--- src/fpsl_cfg.svh ---
// timing, pattern and fault-code constants of the front-panel supervisor
`ifndef FPSL_CFG_SVH
`define FPSL_CFG_SVH

`define FPSL_CLK_MHZ          100
`define FPSL_HOLD_MS          3000
`define FPSL_HOLD_CYC         (`FPSL_HOLD_MS * `FPSL_CLK_MHZ * 1000)
`define FPSL_BLINK_HALF_MS    500
`define FPSL_BLINK_HALF_CYC   (`FPSL_BLINK_HALF_MS * `FPSL_CLK_MHZ * 1000)
`define FPSL_GAP_MS           2000
`define FPSL_GAP_TICKS        (`FPSL_GAP_MS / `FPSL_BLINK_HALF_MS)
`define FPSL_FILT_STEP_US     1000
`define FPSL_FILT_STEP_CYC    (`FPSL_FILT_STEP_US * `FPSL_CLK_MHZ)

`define FPSL_PAT_NONE         2'h0
`define FPSL_PAT_RUN          2'h1
`define FPSL_PAT_LOAD         2'h2
`define FPSL_PAT_BOTH         2'h3

`define FPSL_FLT_NONE         3'h0
`define FPSL_FLT_HWID_EMPTY   3'h2
`define FPSL_FLT_ID_CORRUPT   3'h3
`define FPSL_FLT_ID_TEXT      3'h4
`define FPSL_FLT_ID_MISSING   3'h5

`define FPSL_RUN_RST          1'b0
`define FPSL_SUPPLY_RST       1'b1

`endif

--- src/fpsl_pkg.sv ---
// types shared by the front-panel supervisor files
`default_nettype none
package fpsl_pkg;

  typedef enum logic [1:0] {
    ST_BOOT,
    ST_IDLE,
    ST_HOLD,
    ST_WAIT
  } fpsl_state_t;

  typedef struct packed {
    logic bootable;
    logic fw_present;
    logic default_application_file;
  } fpsl_card_t;

  typedef struct packed {
    logic selftest_pass;
    logic force_en;
    logic io_only;
    logic dl_active;
    logic dl_done;
  } fpsl_sys_t;

  typedef struct packed {
    logic boot_card;
    logic fw_load;
    logic app_load;
    logic erase_all;
    logic reboot;
  } fpsl_cmd_t;

endpackage
`default_nettype wire

--- src/fpsl_filter.sv ---
// input filter: output follows the input once it has stayed different for a strength-set time
`timescale 1ns/1ns
`default_nettype none
`include "fpsl_cfg.svh"
module fpsl_filter #(
  parameter logic [31:0] STEP_CYC = 32'(`FPSL_FILT_STEP_CYC)
) (
  input  wire logic       clk,
  input  wire logic       rst,
  input  wire logic [2:0] strength,
  input  wire logic       raw,
  output var  logic       filt
);

  logic [31:0] cnt_reg;
  logic [31:0] cnt_next;
  logic        filt_reg;
  logic        filt_next;

  // stronger filtering waits (strength+1) steps before accepting a new level
  wire [31:0] limit   = 32'(({29'h0, strength} + 32'h1) * STEP_CYC);
  wire        differ  = raw != filt_reg;
  wire        settled = differ && (cnt_reg == limit - 32'h1);

  assign cnt_next  = differ ? (settled ? 32'h0 : cnt_reg + 32'h1) : 32'h0;
  assign filt_next = settled ? raw : filt_reg;
  assign filt      = filt_reg;

  always_ff @(posedge clk or posedge rst) begin
    if (rst) begin
      cnt_reg  <= 32'h0;
      filt_reg <= 1'b0;
    end else begin
      cnt_reg  <= cnt_next;
      filt_reg <= filt_next;
    end
  end

  filt_settle_a: assert property (@(posedge clk) disable iff (rst)
    (filt_reg != $past(filt_reg)) |-> ($past(cnt_reg) == $past(limit) - 32'h1) && ($past(raw) == filt_reg))
    else $error("filtered level changed before the filter time ran out");

endmodule
`default_nettype wire

--- src/fpsl_top.sv ---
// front-panel supervisor: button hold timing, load/erase/run commands and indicator patterns
`timescale 1ns/1ns
`default_nettype none
`include "fpsl_cfg.svh"
module fpsl_top #(
  parameter logic [31:0] HOLD_CYC       = 32'(`FPSL_HOLD_CYC),
  parameter logic [31:0] BLINK_HALF_CYC = 32'(`FPSL_BLINK_HALF_CYC),
  parameter logic [31:0] FILT_STEP_CYC  = 32'(`FPSL_FILT_STEP_CYC)
) (
  input  wire logic                clk,
  input  wire logic                rst,
  input  wire logic                load_btn,
  input  wire logic                runhalt_btn,
  input  wire logic [2:0]          filter_const,
  input  wire fpsl_pkg::fpsl_card_t card_i,
  input  wire fpsl_pkg::fpsl_sys_t  sys_i,
  input  wire logic [2:0]          fault_code,
  output var  fpsl_pkg::fpsl_cmd_t  cmd_o,
  output var  logic                run_mode,
  output var  logic                health_led,
  output var  logic                exec_led,
  output var  logic                supply_indicator
);

  // ---------------- filtered buttons ----------------
  logic load_f;
  logic run_f;

  fpsl_filter #(
    .STEP_CYC (FILT_STEP_CYC)
  ) u_filt_load (
    .clk      (clk),
    .rst      (rst),
    .strength (filter_const),
    .raw      (load_btn),
    .filt     (load_f)
  );

  fpsl_filter #(
    .STEP_CYC (FILT_STEP_CYC)
  ) u_filt_run (
    .clk      (clk),
    .rst      (rst),
    .strength (filter_const),
    .raw      (runhalt_btn),
    .filt     (run_f)
  );

  // ---------------- hold timing ----------------
  fpsl_pkg::fpsl_state_t state_reg;
  fpsl_pkg::fpsl_state_t state_next;
  fpsl_pkg::fpsl_cmd_t   cmd_reg;
  fpsl_pkg::fpsl_cmd_t   cmd_next;
  logic [1:0]            pat_reg;
  logic [1:0]            pat_next;
  logic [31:0]           hold_cnt_reg;
  logic [31:0]           hold_cnt_next;
  logic                  run_reg;
  logic                  run_next;
  logic                  reboot_pend_reg;
  logic                  reboot_pend_next;

  wire [1:0] pat        = {load_f, run_f};
  wire       pat_same   = pat == pat_reg;
  wire       hold_done  = hold_cnt_reg == HOLD_CYC - 32'h1;
  wire       fire       = (state_reg == fpsl_pkg::ST_HOLD) && pat_same && hold_done;
  wire       fire_load  = fire && (pat_reg == `FPSL_PAT_LOAD);
  wire       fire_run   = fire && (pat_reg == `FPSL_PAT_RUN);
  wire       fire_both  = fire && (pat_reg == `FPSL_PAT_BOTH);
  // the raw pin is used at boot: the filter has not settled yet
  wire       boot_card  = (state_reg == fpsl_pkg::ST_BOOT) && load_btn;
  wire       boot_fw    = boot_card && card_i.bootable && card_i.fw_present;
  wire       load_fw    = fire_load && card_i.fw_present;
  wire       load_app   = fire_load && !card_i.fw_present && card_i.default_application_file;

  always_comb begin
    state_next    = state_reg;
    pat_next      = pat_reg;
    hold_cnt_next = hold_cnt_reg;
    unique case (state_reg)
      fpsl_pkg::ST_BOOT: begin
        // unless the filter time is one cycle, ST_WAIT sees the filtered buttons still released and passes to ST_IDLE, so a button held from power-up counts
        state_next = fpsl_pkg::ST_WAIT;
      end
      fpsl_pkg::ST_IDLE: begin
        if (pat != `FPSL_PAT_NONE) begin
          state_next    = fpsl_pkg::ST_HOLD;
          pat_next      = pat;
          hold_cnt_next = 32'h0;
        end
      end
      fpsl_pkg::ST_HOLD: begin
        if (!pat_same) begin
          // any change of the pressed set restarts the three-second hold
          state_next    = (pat == `FPSL_PAT_NONE) ? fpsl_pkg::ST_IDLE : fpsl_pkg::ST_HOLD;
          pat_next      = pat;
          hold_cnt_next = 32'h0;
        end else if (hold_done) begin
          state_next = fpsl_pkg::ST_WAIT;
        end else begin
          hold_cnt_next = hold_cnt_reg + 32'h1;
        end
      end
      fpsl_pkg::ST_WAIT: begin
        if (pat == `FPSL_PAT_NONE) begin
          state_next = fpsl_pkg::ST_IDLE;
        end
      end
    endcase
  end

  assign cmd_next.boot_card = boot_card;
  assign cmd_next.fw_load   = boot_fw || load_fw;
  assign cmd_next.app_load  = load_app;
  assign cmd_next.erase_all = fire_both;
  assign cmd_next.reboot    = sys_i.dl_done && !reboot_pend_reg;
  assign run_next           = fire_run ? !run_reg : run_reg;
  assign reboot_pend_next   = reboot_pend_reg || sys_i.dl_done;

  always_ff @(posedge clk or posedge rst) begin
    if (rst) begin
      state_reg       <= fpsl_pkg::ST_BOOT;
      pat_reg         <= `FPSL_PAT_NONE;
      hold_cnt_reg    <= 32'h0;
      cmd_reg         <= '0;
      run_reg         <= `FPSL_RUN_RST;
      reboot_pend_reg <= 1'b0;
    end else begin
      state_reg       <= state_next;
      pat_reg         <= pat_next;
      hold_cnt_reg    <= hold_cnt_next;
      cmd_reg         <= cmd_next;
      run_reg         <= run_next;
      reboot_pend_reg <= reboot_pend_next;
    end
  end

  // ---------------- blink time base ----------------
  logic [31:0] tick_cnt_reg;
  logic        blink_reg;

  wire tick = tick_cnt_reg == BLINK_HALF_CYC - 32'h1;

  always_ff @(posedge clk or posedge rst) begin
    if (rst) begin
      tick_cnt_reg <= 32'h0;
      blink_reg    <= 1'b0;
    end else begin
      tick_cnt_reg <= tick ? 32'h0 : tick_cnt_reg + 32'h1;
      blink_reg    <= tick ? !blink_reg : blink_reg;
    end
  end

  // ---------------- fault flash sequencer ----------------
  logic       gap_reg;
  logic       gap_next;
  logic [2:0] gap_cnt_reg;
  logic [2:0] gap_cnt_next;
  logic [2:0] pulse_cnt_reg;
  logic [2:0] pulse_cnt_next;
  logic       flash_on_reg;
  logic       flash_on_next;
  logic [2:0] code_reg;
  logic [2:0] code_next;

  // unknown codes do not start a pattern
  wire fault_act = (fault_code == `FPSL_FLT_HWID_EMPTY) || (fault_code == `FPSL_FLT_ID_CORRUPT) ||
                   (fault_code == `FPSL_FLT_ID_TEXT) || (fault_code == `FPSL_FLT_ID_MISSING);
  wire gap_last  = gap_cnt_reg == 3'(`FPSL_GAP_TICKS - 1);
  wire last_one  = (pulse_cnt_reg + 3'h1) == code_reg;

  always_comb begin
    gap_next       = gap_reg;
    gap_cnt_next   = gap_cnt_reg;
    pulse_cnt_next = pulse_cnt_reg;
    flash_on_next  = flash_on_reg;
    code_next      = code_reg;
    if (!fault_act) begin
      // parked so that a new fault starts its first flash on the next tick
      gap_next       = 1'b1;
      gap_cnt_next   = 3'(`FPSL_GAP_TICKS - 1);
      pulse_cnt_next = 3'h0;
      flash_on_next  = 1'b0;
      code_next      = `FPSL_FLT_NONE;
    end else if (tick) begin
      if (gap_reg) begin
        if (gap_last) begin
          // code is latched per round so a change to another active code never cuts a pattern short
          gap_next       = 1'b0;
          flash_on_next  = 1'b1;
          pulse_cnt_next = 3'h0;
          code_next      = fault_code;
        end else begin
          gap_cnt_next = gap_cnt_reg + 3'h1;
        end
      end else if (flash_on_reg) begin
        flash_on_next  = 1'b0;
        pulse_cnt_next = pulse_cnt_reg + 3'h1;
        if (last_one) begin
          gap_next     = 1'b1;
          gap_cnt_next = 3'h0;
        end
      end else begin
        flash_on_next = 1'b1;
      end
    end
  end

  always_ff @(posedge clk or posedge rst) begin
    if (rst) begin
      gap_reg       <= 1'b1;
      gap_cnt_reg   <= 3'(`FPSL_GAP_TICKS - 1);
      pulse_cnt_reg <= 3'h0;
      flash_on_reg  <= 1'b0;
      code_reg      <= `FPSL_FLT_NONE;
    end else begin
      gap_reg       <= gap_next;
      gap_cnt_reg   <= gap_cnt_next;
      pulse_cnt_reg <= pulse_cnt_next;
      flash_on_reg  <= flash_on_next;
      code_reg      <= code_next;
    end
  end

  // ---------------- indicator selection ----------------
  logic health_reg;
  logic exec_reg;
  logic supply_reg;

  wire dark       = reboot_pend_reg || sys_i.dl_done;
  wire alt_mode   = sys_i.dl_active && !dark;
  wire fault_mode = fault_act && !sys_i.dl_active && !dark;
  wire norm_mode  = !fault_act && !sys_i.dl_active && !dark;
  wire health_nrm = sys_i.selftest_pass && (sys_i.force_en ? blink_reg : 1'b1);
  wire exec_nrm   = sys_i.io_only ? blink_reg : run_reg;
  wire health_nxt = alt_mode ? blink_reg : fault_mode ? flash_on_reg : norm_mode && health_nrm;
  wire exec_nxt   = alt_mode ? !blink_reg : fault_mode ? flash_on_reg : norm_mode && exec_nrm;

  always_ff @(posedge clk or posedge rst) begin
    if (rst) begin
      health_reg <= 1'b0;
      exec_reg   <= 1'b0;
      supply_reg <= `FPSL_SUPPLY_RST;
    end else begin
      health_reg <= health_nxt;
      exec_reg   <= exec_nxt;
      supply_reg <= `FPSL_SUPPLY_RST;
    end
  end

  assign cmd_o            = cmd_reg;
  assign run_mode         = run_reg;
  assign health_led       = health_reg;
  assign exec_led         = exec_reg;
  assign supply_indicator = supply_reg;

  // ---------------- checks ----------------
  boot_card_a: assert property (@(posedge clk) disable iff (rst)
    (state_reg == fpsl_pkg::ST_BOOT) |=> (cmd_o.boot_card == $past(load_btn)))
    else $error("card boot not taken from load button at power-up");

  boot_fw_a: assert property (@(posedge clk) disable iff (rst)
    (state_reg == fpsl_pkg::ST_BOOT && load_btn && card_i.bootable && card_i.fw_present) |=> cmd_o.fw_load)
    else $error("bootable card with firmware did not start a firmware load");

  hold_time_a: assert property (@(posedge clk) disable iff (rst)
    (cmd_o.app_load || cmd_o.erase_all) |-> ($past(hold_cnt_reg) == HOLD_CYC - 32'h1))
    else $error("button action fired before the full hold time");

  app_pick_a: assert property (@(posedge clk) disable iff (rst)
    cmd_o.app_load |-> $past(!card_i.fw_present && card_i.default_application_file && pat_reg == `FPSL_PAT_LOAD))
    else $error("application load chosen while firmware present or file missing");

  fw_pick_a: assert property (@(posedge clk) disable iff (rst)
    (fire_load && card_i.fw_present) |=> (cmd_o.fw_load && !cmd_o.app_load))
    else $error("firmware on card did not take priority over application");

  run_tog_a: assert property (@(posedge clk) disable iff (rst)
    (run_mode != $past(run_mode)) |-> $past(fire_run))
    else $error("run mode changed without a full run-halt hold");

  erase_a: assert property (@(posedge clk) disable iff (rst)
    cmd_o.erase_all |-> (!cmd_o.fw_load && !cmd_o.app_load && run_mode == $past(run_mode)))
    else $error("erase combined with a single-button action");

  alt_flash_a: assert property (@(posedge clk) disable iff (rst)
    (sys_i.dl_active && !dark) |=> (health_led != exec_led))
    else $error("indicators not alternating during download");

  done_dark_a: assert property (@(posedge clk) disable iff (rst)
    (sys_i.dl_done && !reboot_pend_reg) |=> cmd_o.reboot && !health_led && !exec_led
      ##1 (!health_led && !exec_led && !cmd_o.reboot)[*3])
    else $error("indicators not dark or reboot missing after download");

  fault_gap_a: assert property (@(posedge clk) disable iff (rst)
    (fault_mode && gap_reg) |=> (!health_led && !exec_led))
    else $error("indicator lit during the fault pause");

  fault_same_a: assert property (@(posedge clk) disable iff (rst)
    fault_mode |=> (health_led == exec_led))
    else $error("fault flashes not together on both indicators");

  flash_count_a: assert property (@(posedge clk) disable iff (rst)
    (gap_reg && !$past(gap_reg) && $past(fault_act)) |-> (pulse_cnt_reg == code_reg))
    else $error("fault pattern ended with the wrong number of flashes");

  health_off_a: assert property (@(posedge clk) disable iff (rst)
    (norm_mode && !sys_i.selftest_pass) |=> !health_led)
    else $error("health indicator lit after self-test failure");

  exec_run_a: assert property (@(posedge clk) disable iff (rst)
    (norm_mode && !sys_i.io_only) |=> (exec_led == $past(run_reg)))
    else $error("execution indicator does not follow run mode");

endmodule
`default_nettype wire

--- config.mk ---
export PLATFORM = sky130hd
export DESIGN_NAME = fpsl_top
export DESIGN_NICKNAME = d
export VERILOG_FILES = /design/src/fpsl_pkg.sv /design/src/fpsl_filter.sv /design/src/fpsl_top.sv
export VERILOG_INCLUDE_DIRS = /design/src
export SDC_FILE = /design/constraint.sdc
export NUM_CORES = 1
export LEC_CHECK = 0
export BUFFER_PORTS_ARGS = -buffer_cell sky130_fd_sc_hd__clkbuf_2
export CAP_MARGIN = 20
export CORE_ASPECT_RATIO = 1.1
export CORE_UTILIZATION = 35
export DETAILED_ROUTE_END_ITERATION = 10
export HOLD_SLACK_MARGIN = 0.02
export SETUP_SLACK_MARGIN = 0.3
export SYNTH_ARGS = -nofsm -noshare
export SYNTH_HDL_FRONTEND = slang
export SYNTH_HIERARCHICAL = 1
export SYNTH_SLANG_ARGS = --single-unit
--- constraint.sdc ---
create_clock -name clk -period 3.42 [get_ports clk]
set_input_delay 0.684 -clock clk [delete_from_list [all_inputs] [get_ports clk]]
set_output_delay 0.684 -clock clk [all_outputs]
set_load 0.02 [all_outputs]
== Yosys cells after proc, flatten, opt, wreduce, memory -nomap -nowiden ==
Cells that the tools add are included.
Storage, ports and cells
  bits in registers: 155
  bits in latches: 0
  bits in writable memories: 0
  memory bits (read-only): 0
  word-level logic and storage cells: 158
  memories kept: 0
Cells by class
  $add $sub $neg: 8
  $mul: 1
  divide/modulo/power cells: 0
  magnitude comparators: 0
  equal/unequal tests: 31
  shifts and indexed selects: 0
  mux-type cells: 50
  bitwise gates (word level): 0
  reductions and logical operators: 45
Operators with widths (number)
  $mux 32: 8
  $add 32x1->32 const B: 4
  $eq 32x32->1: 2
  $pmux 32 s2: 1
  $mux 3: 15
  $eq 32x26->1 const B: 1
  $eq 32x29->1 const B: 1
  $mul 32x12->27 const B: 1
  $sub 32x1->32 const B: 1
  $logic_and 1x1->1: 22
  $mux 1: 17
  $reduce_and 3->1: 5
  $mux 2: 7
  $ne 3x3->1 const B: 4
  $ne 2x2->1 const B: 5
  $eq 3x2->1 const B: 3
  $eq 2x2->1 const B: 4
  $pmux 2 s4: 1
  $logic_not 1->1: 7
  $add 3x1->3 const B: 2
  $eq 3x3->1 const B: 2
  $ne 3x2->1 const B: 2
  $logic_or 1x1->1: 5
  $add 3x1->4 const B: 1
  other kinds (10): 14

== Depth between registers and ports, before layout ==
Gate-level depths: netlist of run 1.
  depth in word-level cells: 10
  mapped depth: 17
  depth with buffers taken out: 15

== Hierarchy ==
Netlist of run 1, hierarchy kept.
Modules (own cells, without submodules)
  fpsl_top: times used 1, cells an instance 497, area each 4740.8 um^2
  fpsl_filter at u_filt_run: times used 1, cells an instance 296, area each 2743.9 um^2
  fpsl_filter at u_filt_load: times used 1, cells an instance 292, area each 2742.6 um^2

== Least setup slack after synthesis of run 1 ==
Ideal clock, no wire load.
  path kind: input to register
  from: input port filter_const[0]
  to: register u_filt_run.filt_reg, in the netlist u_filt_run/filt
  arrival time: 4567 ps
  required time: 3295 ps
  slack: -1272 ps
  stages: 16
  buffers on the path: 2
  path through: clkbuf_1 inv_1 ha_1 ha_1 xnor2_1 ha_1 a21o_1 ha_1 buf_6 a211o_1 a41o_1 o41ai_1 xnor2_1 o2111ai_1 a2111oi_4 mux2_4
On the way
  longest elaborated chain between the ends: 5
Ends and longest elaborated chain
  from (decl): line fpsl_top.sv:14  | input wire logic [2:0] filter_const,
  $add 3x1->4: line fpsl_filter.sv:21  | wire [31:0] limit = 32'(({29'h0, strength} + 32'h1) * STEP_CYC);
  $mul 32x12->27: line fpsl_filter.sv:21
  $sub 32x1->32: line fpsl_filter.sv:23  | wire settled = differ && (cnt_reg == limit - 32'h1);
  $eq 32x32->1: line fpsl_filter.sv:23
  $logic_and 1x1->1: line fpsl_filter.sv:23
  to (signal assigned): line fpsl_filter.sv:35  | filt_reg <= filt_next;
  to (decl): line fpsl_filter.sv:17  | logic filt_reg;
No other way between the ends.
A chain may end at the register's enable or synchronous reset.

== Worst setup path after layout of run 1 ==
  from: input port filter_const[0]
  to: register u_filt_load.cnt_reg[27]
On the way
  longest elaborated chain between the ends: 7
Ends and longest elaborated chain
  $add 3x1->4: line fpsl_filter.sv:21
  $mul 32x12->27: line fpsl_filter.sv:21
  $sub 32x1->32: line fpsl_filter.sv:23
  $eq 32x32->1: line fpsl_filter.sv:23
  $logic_and 1x1->1: line fpsl_filter.sv:23
  $mux 32 (2 in a row): line fpsl_filter.sv:25  | assign cnt_next = differ ? (settled ? 32'h0 : cnt_reg + 32'h1) : 32'h0;
  via u_filt_load.cnt_next[27]: line fpsl_filter.sv:16  | logic [31:0] cnt_next;
  to (signal assigned): line fpsl_filter.sv:34  | cnt_reg <= cnt_next;
  to (decl): line fpsl_filter.sv:15  | logic [31:0] cnt_reg;
The timed path passes the listed nets, and every way through them passes these cells.

==> out/metrics.yaml, run 1 <==
drt-pass1-iter-count: 4
gp_congestion: 0.854
dp_cells: 1530
finalCriticalPeriod_ps: 3980
drc: 0
grt_max_degree: 53
vias: 8461
regArea_um2: 3880
timing_worst_setup_path_type: "in2reg"
grt_use_total_pct: 16.4
stdcell_area_um2: 13100
ys_seq_area_share_pct: 38.0
die_x_um: 165
wl_met2_um: 11900
yosysMostFrequentCell: "dfrtp_1"
cts_root_buf: "clkbuf_16"
switching_share_pct: 29.6
drt-met1-wl_um: 11300
worst_slack_ps: -560
synth_top_flop_cell: "dfrtp_1"
startpoint_type: "input port"
clock-skew-final_ps: 14.2
num_rows: 65
critPathRequiredTime_ps: 3720
netlist_top_cells_area: "dfrtp_1, xor2_1, xnor2_1, ha_1, nand3_1"
ys_ff_latch: 155
drt_iter0_markers: 423
clockPowerShare_pct: 39.1
hold_viol_final: 0
ys_async_sr_fraction_pct: 100
maxSlewViolCount: 0
utilization_pct: 45.7
die-height_um: 181
reg2reg_depth: 8
io_buffer_count: 25
worst_slew_pin_slew_ps: 868
relSlewSlack_pct: 42.1
arrival_ps: 4280
yosysTopAreaCellShare_pct: 37.2
grt_setup_unrepaired: "yes"
dp_slack_ps: -1120
placed_cell_area_um2: 11500
coreArea_um2: 28700
fillers: 2671
hold_path_class: "in2async"
dr.max_layer_used: "met4"
overflow: 0
intPower_mw: 3.49
met3WireLength_um: 498
crit_fanout: 8
fmax_mhz: 251
antennaDiodeCount: 0
cts_hold_buffers: 0
nNetsFinal: 1277
multiInputGateArea_um2: 6780
yosys.area.top_type: "dfrtp_1"
ir_drop_uv: 263
syn_area_um2: 10200
antenna_found_initial: 0
yosysWarnings: 6
seqPwrFrac_pct: 37.2
ant_nets: 0
avgSynthCellArea_um2: 9.43
setup_violations: 66
htreeDepth: 4
clkTransAtPathRegs_ps: 60
combPwrFrac_pct: 23.7
cts_made_buffers: 17
routed_wirelength_um: 24000
syn_inst: 1085
synth_edf_count: 0
initial_core_util_pct: 35.6
reg2reg_from: "u_filt_run/cnt_reg[30]"
violations: "setup timing"
status: "finished, violations left"
power_leakage_nw: 5.49
cp-end-kind: "register"
vias_per_cell: 5.31
wl_per_cell_um: 15.1
power_mw: 4.96
syn_to_final_growth_pct: 28.2
syn_nets: 1150
grt_pass1_wl_um: 40000
cts_buffer_depth: 2
synthTopCellsByCount: "dfrtp_1, xor2_1, xnor2_1, nand2_1, nand3_1"
synth_cell_types: 96
pin_count: 27
period_share_pct: 116
dp_hpwl_um: 16400
clkSinkCount: 155
dieArea_um2: 29900
max-cap-violations: 0
first_global_vias: 8329
layout-drive-gt1-share_pct: 26.9
timing.rr.end: "u_filt_run/filt"
ff2ff_setup_slack_ps: 540
fin_cells: 1593
switching_power_mw: 1.47
insertion_delay_ps: 420
cellPowerDensity_nw_per_um2: 378
cts_tree: "yes"
kinds of logic (layout without fill, tap and decap cells):
| kind of cell | count (synthesis) | after routing | synth area share [%] |
|---|---|---|---|
| simple gates | 496 | 496 | 27.1 |
| xor+xnor | 161 | 161 | 14.2 |
| flops | 155 | 155 | 38.0 |
| compound gates | 153 | 153 | 10.9 |
| buf+inv | 64 | 204 | 3.18 |
| fa+ha+maj | 47 | 47 | 5.75 |
| mux | 8 | 8 | 0.856 |
| other cells | 1 | 1 | 0.0367 |
worst max-delay path: stages:
cell and delay [ps]:
clkbuf_16 120, clkinvlp_4 90, ha_4 250, ha_4 180, xnor2_4 130, ha_4 160, a21o_1 170, ha_4 240
buf_6 120, a311oi_4 270, o211ai_1 220, a32o_2 310, or2_0 220, a21o_1 170, a31o_4 260, o31ai_4 270
buf_6 150, buf_12 100, buf_16 130, nor2_2 30
cell type report:
class	instances	area share, %
clock buffers	17	3.24
multi-input cells	866	51.7
well taps	368	3.51
inverters	26	0.849
clock inverters	15	1.47
repair buffers	146	9.57
flip-flops and latches	155	29.6
routing by layer:
metal	track usage, %	vias to the layer above
met2	27.5	104
met5	0	-
met3	2.66	24
met1	21.4	4140
li1	-	4193
met4	4.40	0
stage by stage:
| stage | hold slack, ps | TNS [ps] |
|---|---|---|
| 3_3_place_gp | 404 | -65950 |
| 4_1_cts | 195 | -29560 |
| 3_5_place_dp | 415 | -70380 |
| 2_1_floorplan | 394 | -46890 |
| 6_report | 208 | -33040 |
| 5_1_grt | 210 | -40710 |
power groups by stage:
stage	sequential, mW	combinational (mW)	clock [mW]
after detailed placement	1.88	0.880	0
after floorplan	1.88	0.602	0
after global routing	1.84	1.27	2.07
after CTS	1.84	1.04	1.99
after global placement	1.88	0.870	0
final	1.84	1.18	1.94
what timing repair did:
item                                    4_1_cts  5_1_grt
setup buffers                                20        7
gates cloned                                  4        0
endpoints found under the setup margin       66       66
pin swaps                                    25       18
resized for setup                            61       55
placed cells by master, fill, tap and decap left out, types with 12 or more instances in the layout:
cell type,netlist,routed
a21oi_1,28,28
and3_1,33,33
and4_1,12,12
buf_4,7,101
clkbuf_16,0,18
clkbuf_2,0,22
dfrtp_1,152,152
ha_1,47,26
ha_4,0,20
inv_1,26,21
nand2_1,73,73
nand3_1,68,66
nand4_1,40,40
nor2_1,64,64
nor2_2,32,25
nor3_1,54,34
nor3_2,1,21
nor4_1,17,16
o21ai_0,33,31
or3_1,17,16
or4_1,14,13
xnor2_1,77,67
xor2_1,80,76
how the worst max path moves through the flow:
stage | from | end | slack, ps | cells after the start
finish | filter_const[0] | u_filt_load/cnt_reg[27] | -560 | 20
global route | filter_const[0] | u_filt_run/filt | -670 | 19
CTS | filter_const[0] | u_filt_load/cnt_reg[25] | -510 | 20
detailed placement | filter_const[0] | u_filt_run/cnt_reg[5] | -1120 | 17
global placement | filter_const[0] | u_filt_run/cnt_reg[13] | -1070 | 15
floorplan | filter_const[0] | u_filt_run/filt | -810 | 16
(Power assumes the default switching activity.)
==> inputs of run 2 (changes only) <==
- CORE_MARGIN: unset -> 1.5
==> run 2 against run 1 <==
- the flow still finishes with violations (setup timing)
- global-route usage fell by 0.30 points
- core utilization about the same
- clock skew rose by 4.1 ps
- first-iteration DRC count is 20% lower
- die area is 1.2% higher
- cell area hardly changed
- register-to-register slack got worse by 90 ps
- hold slack better by 200 ps
- sequential power about the same
- routed wire length is 0.25% higher
- largest cell class unchanged
==> out/metrics.yaml, run 2 (same netlist as run 1, synthesis figures left out) <==
cp_common_cell: "ha_4"
crit_chain: "clkbuf_16 -> clkinvlp_4 -> ha_4 -> ha_4 -> xnor2_2 -> ha_2 -> a21o_1 -> ha_4 -> nand3_1 -> a221o_1 -> a32o_2 -> or2_0 -> a21o_1 -> a31o_4 -> o31ai_4 -> buf_6 -> buf_6 -> buf_12 -> nor2_2"
ir_drop_uv: 309  # +18%
clock-skew-final_ps: 18.3  # +4.13 ps
relSlewSlack_pct: 43.8  # +1.7 points
utilization_pct: 45.7  # about the same
grt_use_total_pct: 16.1  # -0.30 points
wl_per_cell_um: 15.1  # +0.12%
coreArea_um2: 28700  # unchanged
startpoint_type: "input port"
routed_wirelength_um: 24100  # +0.25%
placed_cell_area_um2: 11500  # unchanged
reg2reg_from: "u_filt_run/cnt_reg[30]"
die-height_um: 182  # +0.55%
violations: "setup timing"
setup_violations: 66  # unchanged
cp_num_buf_inv: 5  # -1
maxSlewViolCount: 0  # unchanged
drt_iter0_markers: 338  # -20%
grt_setup_unrepaired: "yes"
clkTransAtPathRegs_ps: 70  # about the same
overflow: 0  # unchanged
reg2reg_depth: 10  # +2
ant_nets: 0  # unchanged
grt_pass1_wl_um: 40600  # +1.4%
worst_slack_ps: -516  # +44.0 ps
critPathRequiredTime_ps: 3720  # about the same
insertion_delay_ps: 430  # about the same
cellPowerDensity_nw_per_um2: 374  # -1.1%
drc: 0  # unchanged
hold_path_class: "in2async"
crit_fanout: 8  # unchanged
initial_core_util_pct: 35.6  # unchanged
arrival_ps: 4240  # -40 ps
antenna_found_initial: 0  # unchanged
dp_hpwl_um: 16600  # +1.0%
timing_worst_setup_path_type: "in2reg"
cts_buffer_depth: 2  # unchanged
layout_common_cells: "dfrtp_1, buf_4, xor2_1, nand2_1, xnor2_1"
cts_tree: "yes"
final_common_cell: "dfrtp_1"
antennaDiodeCount: 0  # unchanged
gp_congestion: 0.809  # -5.2%
htreeDepth: 4  # unchanged
power_mw: 4.90  # -1.1%
cts_made_buffers: 17  # unchanged
die_x_um: 166  # +0.61%
cp_slowest_cell: "a221o_1"
syn_to_final_growth_pct: 28.2  # about the same
finalCriticalPeriod_ps: 3940  # -44.0 ps
met3WireLength_um: 558  # +12%
power_leakage_nw: 5.46  # -0.48%
timing.rr.end: "u_filt_run/cnt_reg[23]"
max-cap-violations: 0  # unchanged
cts_root_buf: "clkbuf_16"
vias: 8550  # +1.1%
ff2ff_setup_slack_ps: 450  # -90 ps
worst_slew_pin_slew_ps: 842  # -25.6 ps
wl_met2_um: 11800  # -1.0%
grt_max_degree: 52  # -1.9%
dieArea_um2: 30300  # +1.2%
pin_count: 27  # unchanged
first_global_vias: 8378  # +0.59%
hold_viol_final: 0  # unchanged
io_buffer_count: 25  # unchanged
fmax_mhz: 254  # +1.1%
stdcell_area_um2: 13100  # about the same
layout-drive-gt1-share_pct: 27.2  # +0.28 points
clkSinkCount: 155  # unchanged
critPathTopFamily: "compound AO/OA/AOI/OAI gates"
drt-pass1-iter-count: 5  # +1
cpPeakStageDelay_ps: 340  # +30 ps
cp-end-kind: "register"
worst-path-stages: 19  # -5.0%
drt-met1-wl_um: 11400  # +0.93%
status: "finished, violations left"
nNetsFinal: 1279  # +0.16%
dr.max_layer_used: "met4"
period_share_pct: 115  # -1.3 points
num_rows: 65  # unchanged
vias_per_cell: 5.36  # +0.93%
[run 2: how the worst max path moves through the flow]
stage	from	end	slack, ps
CTS	filter_const[0]	u_filt_load/cnt_reg[16]	-440
global placement	filter_const[0]	u_filt_load/cnt_reg[2]	-1090
floorplan	filter_const[0]	u_filt_run/filt	-810
finish	filter_const[0]	u_filt_load/cnt_reg[18]	-520
detailed placement	filter_const[0]	u_filt_load/cnt_reg[31]	-1200
global route	filter_const[1]	u_filt_load/cnt_reg[18]	-680
[run 2: layout make-up]
cell class,count,area [um^2]
fillers,2651,15600
multi-input cells,866,6750
flip-flops and latches,155,3880
repair buffers,148,1300
well taps,368,460
clock buffers,17,425
clock inverters,15,179
inverters,26,111
[run 2: timing repair]
item | 4_1_cts | 5_1_grt
endpoints found under the setup margin | 66 | 66
pin swaps | 36 | 30
hold buffers | 0 | 0
gates cloned | 3 | 2
resized for setup | 70 | 42
buffers inserted | 15 | 13
endpoints found under the hold margin | 0 | 0
[run 2: through the flow]
step	hold WS [ps]	setup TNS [ps]	worst slack, ps	cells
4_1_cts	408	-25600	-443	1580
3_5_place_dp	405	-74960	-1200	1530
2_1_floorplan	394	-46890	-808	1085
5_1_grt	415	-38840	-682	1595
3_3_place_gp	406	-68940	-1090	1530
6_report	410	-30010	-516	1595
[run 2: layer usage]
layer | up-vias | global-route usage [%]
met5 | - | 0
met4 | 0 | 4.58
met3 | 25 | 2.56
met2 | 104 | 26.9
met1 | 4219 | 21.4
li1 | 4202 | -
[run 2: power by group]
group          switching (mW)  internal, mW  total (mW)
Combinational           0.560         0.559        1.12
Sequential            0.00537          1.84        1.84
Clock                   0.837          1.10        1.94
==> inputs of run 3 (changes only) <==
- CTS_BUF_LIST: unset -> sky130_fd_sc_hd__clkbuf_16
- TNS_END_PERCENT: unset -> 1
- clock period: 3.42 -> 3.6 ns (I/O delays scaled with it)
==> run 3 against run 2 <==
- the flow still finishes with violations (setup timing)
- cell count down 0.56%
- sequential power down 5%
- flip-flop and latch count unchanged
- clock skew down 4.7 ps
- clock power down 9.8%
- sequential share of layout area up 0.55 points
- via count down 1.5%
- routed wire length down 1.9%
- global-route usage down 0.56 points
- critical path type unchanged
- highest routed layer unchanged
==> out/metrics.yaml, run 3 (same netlist as run 1, synthesis figures left out) <==
startpoint_type: "input port"
dieArea_um2: 30300  # unchanged
placed_cell_area_um2: 11400  # -0.15%
use_met3_pct: 2.86  # +0.30 points
critPathRequiredTime_ps: 3920  # +200 ps
coreArea_um2: 28700  # unchanged
dp_hpwl_um: 16300  # -1.8%
insertion_delay_ps: 440  # about the same
power_mw: 4.59  # -6.4%
cellPowerDensity_nw_per_um2: 357  # -4.7%
grt_pass1_wl_um: 39400  # -3.0%
htreeDepth: 4  # unchanged
antenna_found_initial: 0  # unchanged
cpPeakStageDelay_ps: 280  # -60 ps
drt-pass1-iter-count: 5  # unchanged
wl_per_cell_um: 14.9  # -1.3%
status: "finished, violations left"
worst_slew_pin_slew_ps: 887  # +44.8 ps
clkTransAtPathRegs_ps: 70  # about the same
final_common_cell: "dfrtp_1"
worst_slack_ps: -320  # +196 ps
hold_viol_final: 0  # unchanged
power_leakage_nw: 5.37  # -1.8%
ff2ff_setup_slack_ps: 660  # +210 ps
hold_path_class: "in2async"
cts_buffer_depth: 2  # unchanged
die_x_um: 166  # unchanged
cp_slowest_cell: "ha_4"
cp-end-kind: "register"
clkSinkCount: 155  # unchanged
overflow: 0  # unchanged
finalSetupTns_ps: -17130  # +12880 ps
met2_usage_pct: 26.8  # -0.083 points
reg2reg_from: "u_filt_run/cnt_reg[30]"
die-height_um: 182  # unchanged
nNetsFinal: 1270  # -0.70%
grt_max_degree: 49  # -5.8%
maxSlewViolCount: 0  # unchanged
cts_tree: "yes"
drc: 0  # unchanged
num_rows: 65  # unchanged
max-cap-violations: 0  # unchanged
layout_common_cells: "dfrtp_1, buf_4, xor2_1, nand2_1, xnor2_1"
vias_per_cell: 5.31  # -0.93%
ant_nets: 0  # unchanged
setup_violations: 66  # unchanged
vias: 8423  # -1.5%
grt_use_total_pct: 15.5  # -0.56 points
cp_common_cell: "ha_4"
arrival_ps: 4240  # about the same
crit_chain: "buf_8 -> clkinvlp_4 -> ha_4 -> ha_4 -> xnor2_1 -> ha_2 -> a21o_1 -> ha_4 -> buf_6 -> a311oi_4 -> o211ai_1 -> a32o_2 -> or2_0 -> a21o_1 -> a31o_2 -> o31ai_4 -> buf_6 -> buf_12 -> buf_16 -> nor2_2"
layout-drive-gt1-share_pct: 25.1  # -2.1 points
utilization_pct: 44.8  # -0.83 points
pin_count: 27  # unchanged
drt_iter0_markers: 464  # +37%
timing.rr.end: "u_filt_run/filt"
period_share_pct: 109
syn_to_final_growth_pct: 25.8
fillers: 2655  # +0.15%
initial_core_util_pct: 35.6  # unchanged
violations: "setup timing"
io_buffer_count: 25  # unchanged
stdcell_area_um2: 12900  # -1.8%
cts_hold_buffers: 0  # unchanged
cts_root_buf: "clkbuf_16"
clock-skew-final_ps: 13.6  # -4.74 ps
grt_setup_unrepaired: "yes"
crit_fanout: 8  # unchanged
reg2reg_depth: 8  # -2
cts_made_buffers: 17  # unchanged
use_met1_pct: 20.1  # -1.4 points
finalCriticalPeriod_ps: 3920
gr-max-usage-layer: "met2"
routed_wirelength_um: 23600  # -1.9%
relSlewSlack_pct: 40.9  # -3.0 points
gp_congestion: 0.799  # -1.3%
dp_slack_ps: -1110  # +90.9 ps
fmax_mhz: 255
antennaDiodeCount: 0  # unchanged
first_global_vias: 8263  # -1.4%
ir_drop_uv: 332  # +7.4%
timing_worst_setup_path_type: "in2reg"
==> run 3: cell count changes in the layout (fill, tap and decap cells not counted), moves of 3 or more <==
| cell | before | now |
|---|---|---|
| nor3_4 | 3 | 0 |
| nor3_2 | 20 | 6 |
| ha_1 | 23 | 20 |
| nor3_1 | 32 | 49 |
| buf_4 | 100 | 93 |
==> run 3: repair_timing <==
item | in CTS | in global routing
setup buffers | 12 | 5
pin swaps | 31 | 31
hold endpoints to repair | 0 | 0
endpoints found under the setup margin | 66 | 66
gates resized for setup | 46 | 43
cloned | 3 | 1
==> run 3: report_power, final <==
part | internal, mW | switching (mW) | total, mW | leakage (nW)
clock | 0.921 | 0.826 | 1.75 | 0.276
sequential | 1.75 | 0.00488 | 1.75 | 2.13
combinational | 0.559 | 0.532 | 1.09 | 2.97
==> run 3: per-layer routing <==
layer  share of wire (%)  wire length [um]  vias up
met3                 2.9               689       21
li1                    -                 -     4181
met4                 1.3               306        0
met5                   0                 0        -
met1                  46             10900     4107
met2                  49             11700      114
==> run 3: layout make-up <==
type                       count  area (um^2)  area share, %
clock buffer                  17          425           3.31
timing repair buffer         139         1190           9.28
tap                          368          460           3.58
inverter                      26          111          0.865
sequential                   155         3880           30.2
multi-input combinational    866         6650           51.7
clock inverter                15          146           1.14
==> run 3: critical path: cells and delay by family <==
| kind | cells | cell delay [ps] |
|---|---|---|
| xor gates and xnor gates | 1 | 120 |
| and+or+nand+nor | 2 | 230 |
| buffers and inverters | 6 | 720 |
| AOI/OAI and AO/OA | 7 | 1570 |
| adders and majority gates | 4 | 890 |
==> run 3: worst max path at each step <==
stage / start / to / slack [ps] / cells past startpoint
5_1_grt: filter_const[0] / u_filt_load/cnt_reg[0] / -440 / 20
2_1_floorplan: filter_const[0] / u_filt_run/filt / -670 / 16
4_1_cts: filter_const[0] / u_filt_run/filt / -350 / 18
3_3_place_gp: filter_const[0] / u_filt_load/filt / -970 / 14
6_report: filter_const[0] / u_filt_load/cnt_reg[0] / -320 / 20
3_5_place_dp: filter_const[0] / u_filt_run/filt / -1110 / 18
==> run 3: stage by stage <==
stage | hold WS (ps) | instances
3_5_place_dp | 411 | 1533
3_3_place_gp | 407 | 1533
5_1_grt | 444 | 1586
4_1_cts | 418 | 1580
6_report | 398 | 1586
2_1_floorplan | 394 | 1085
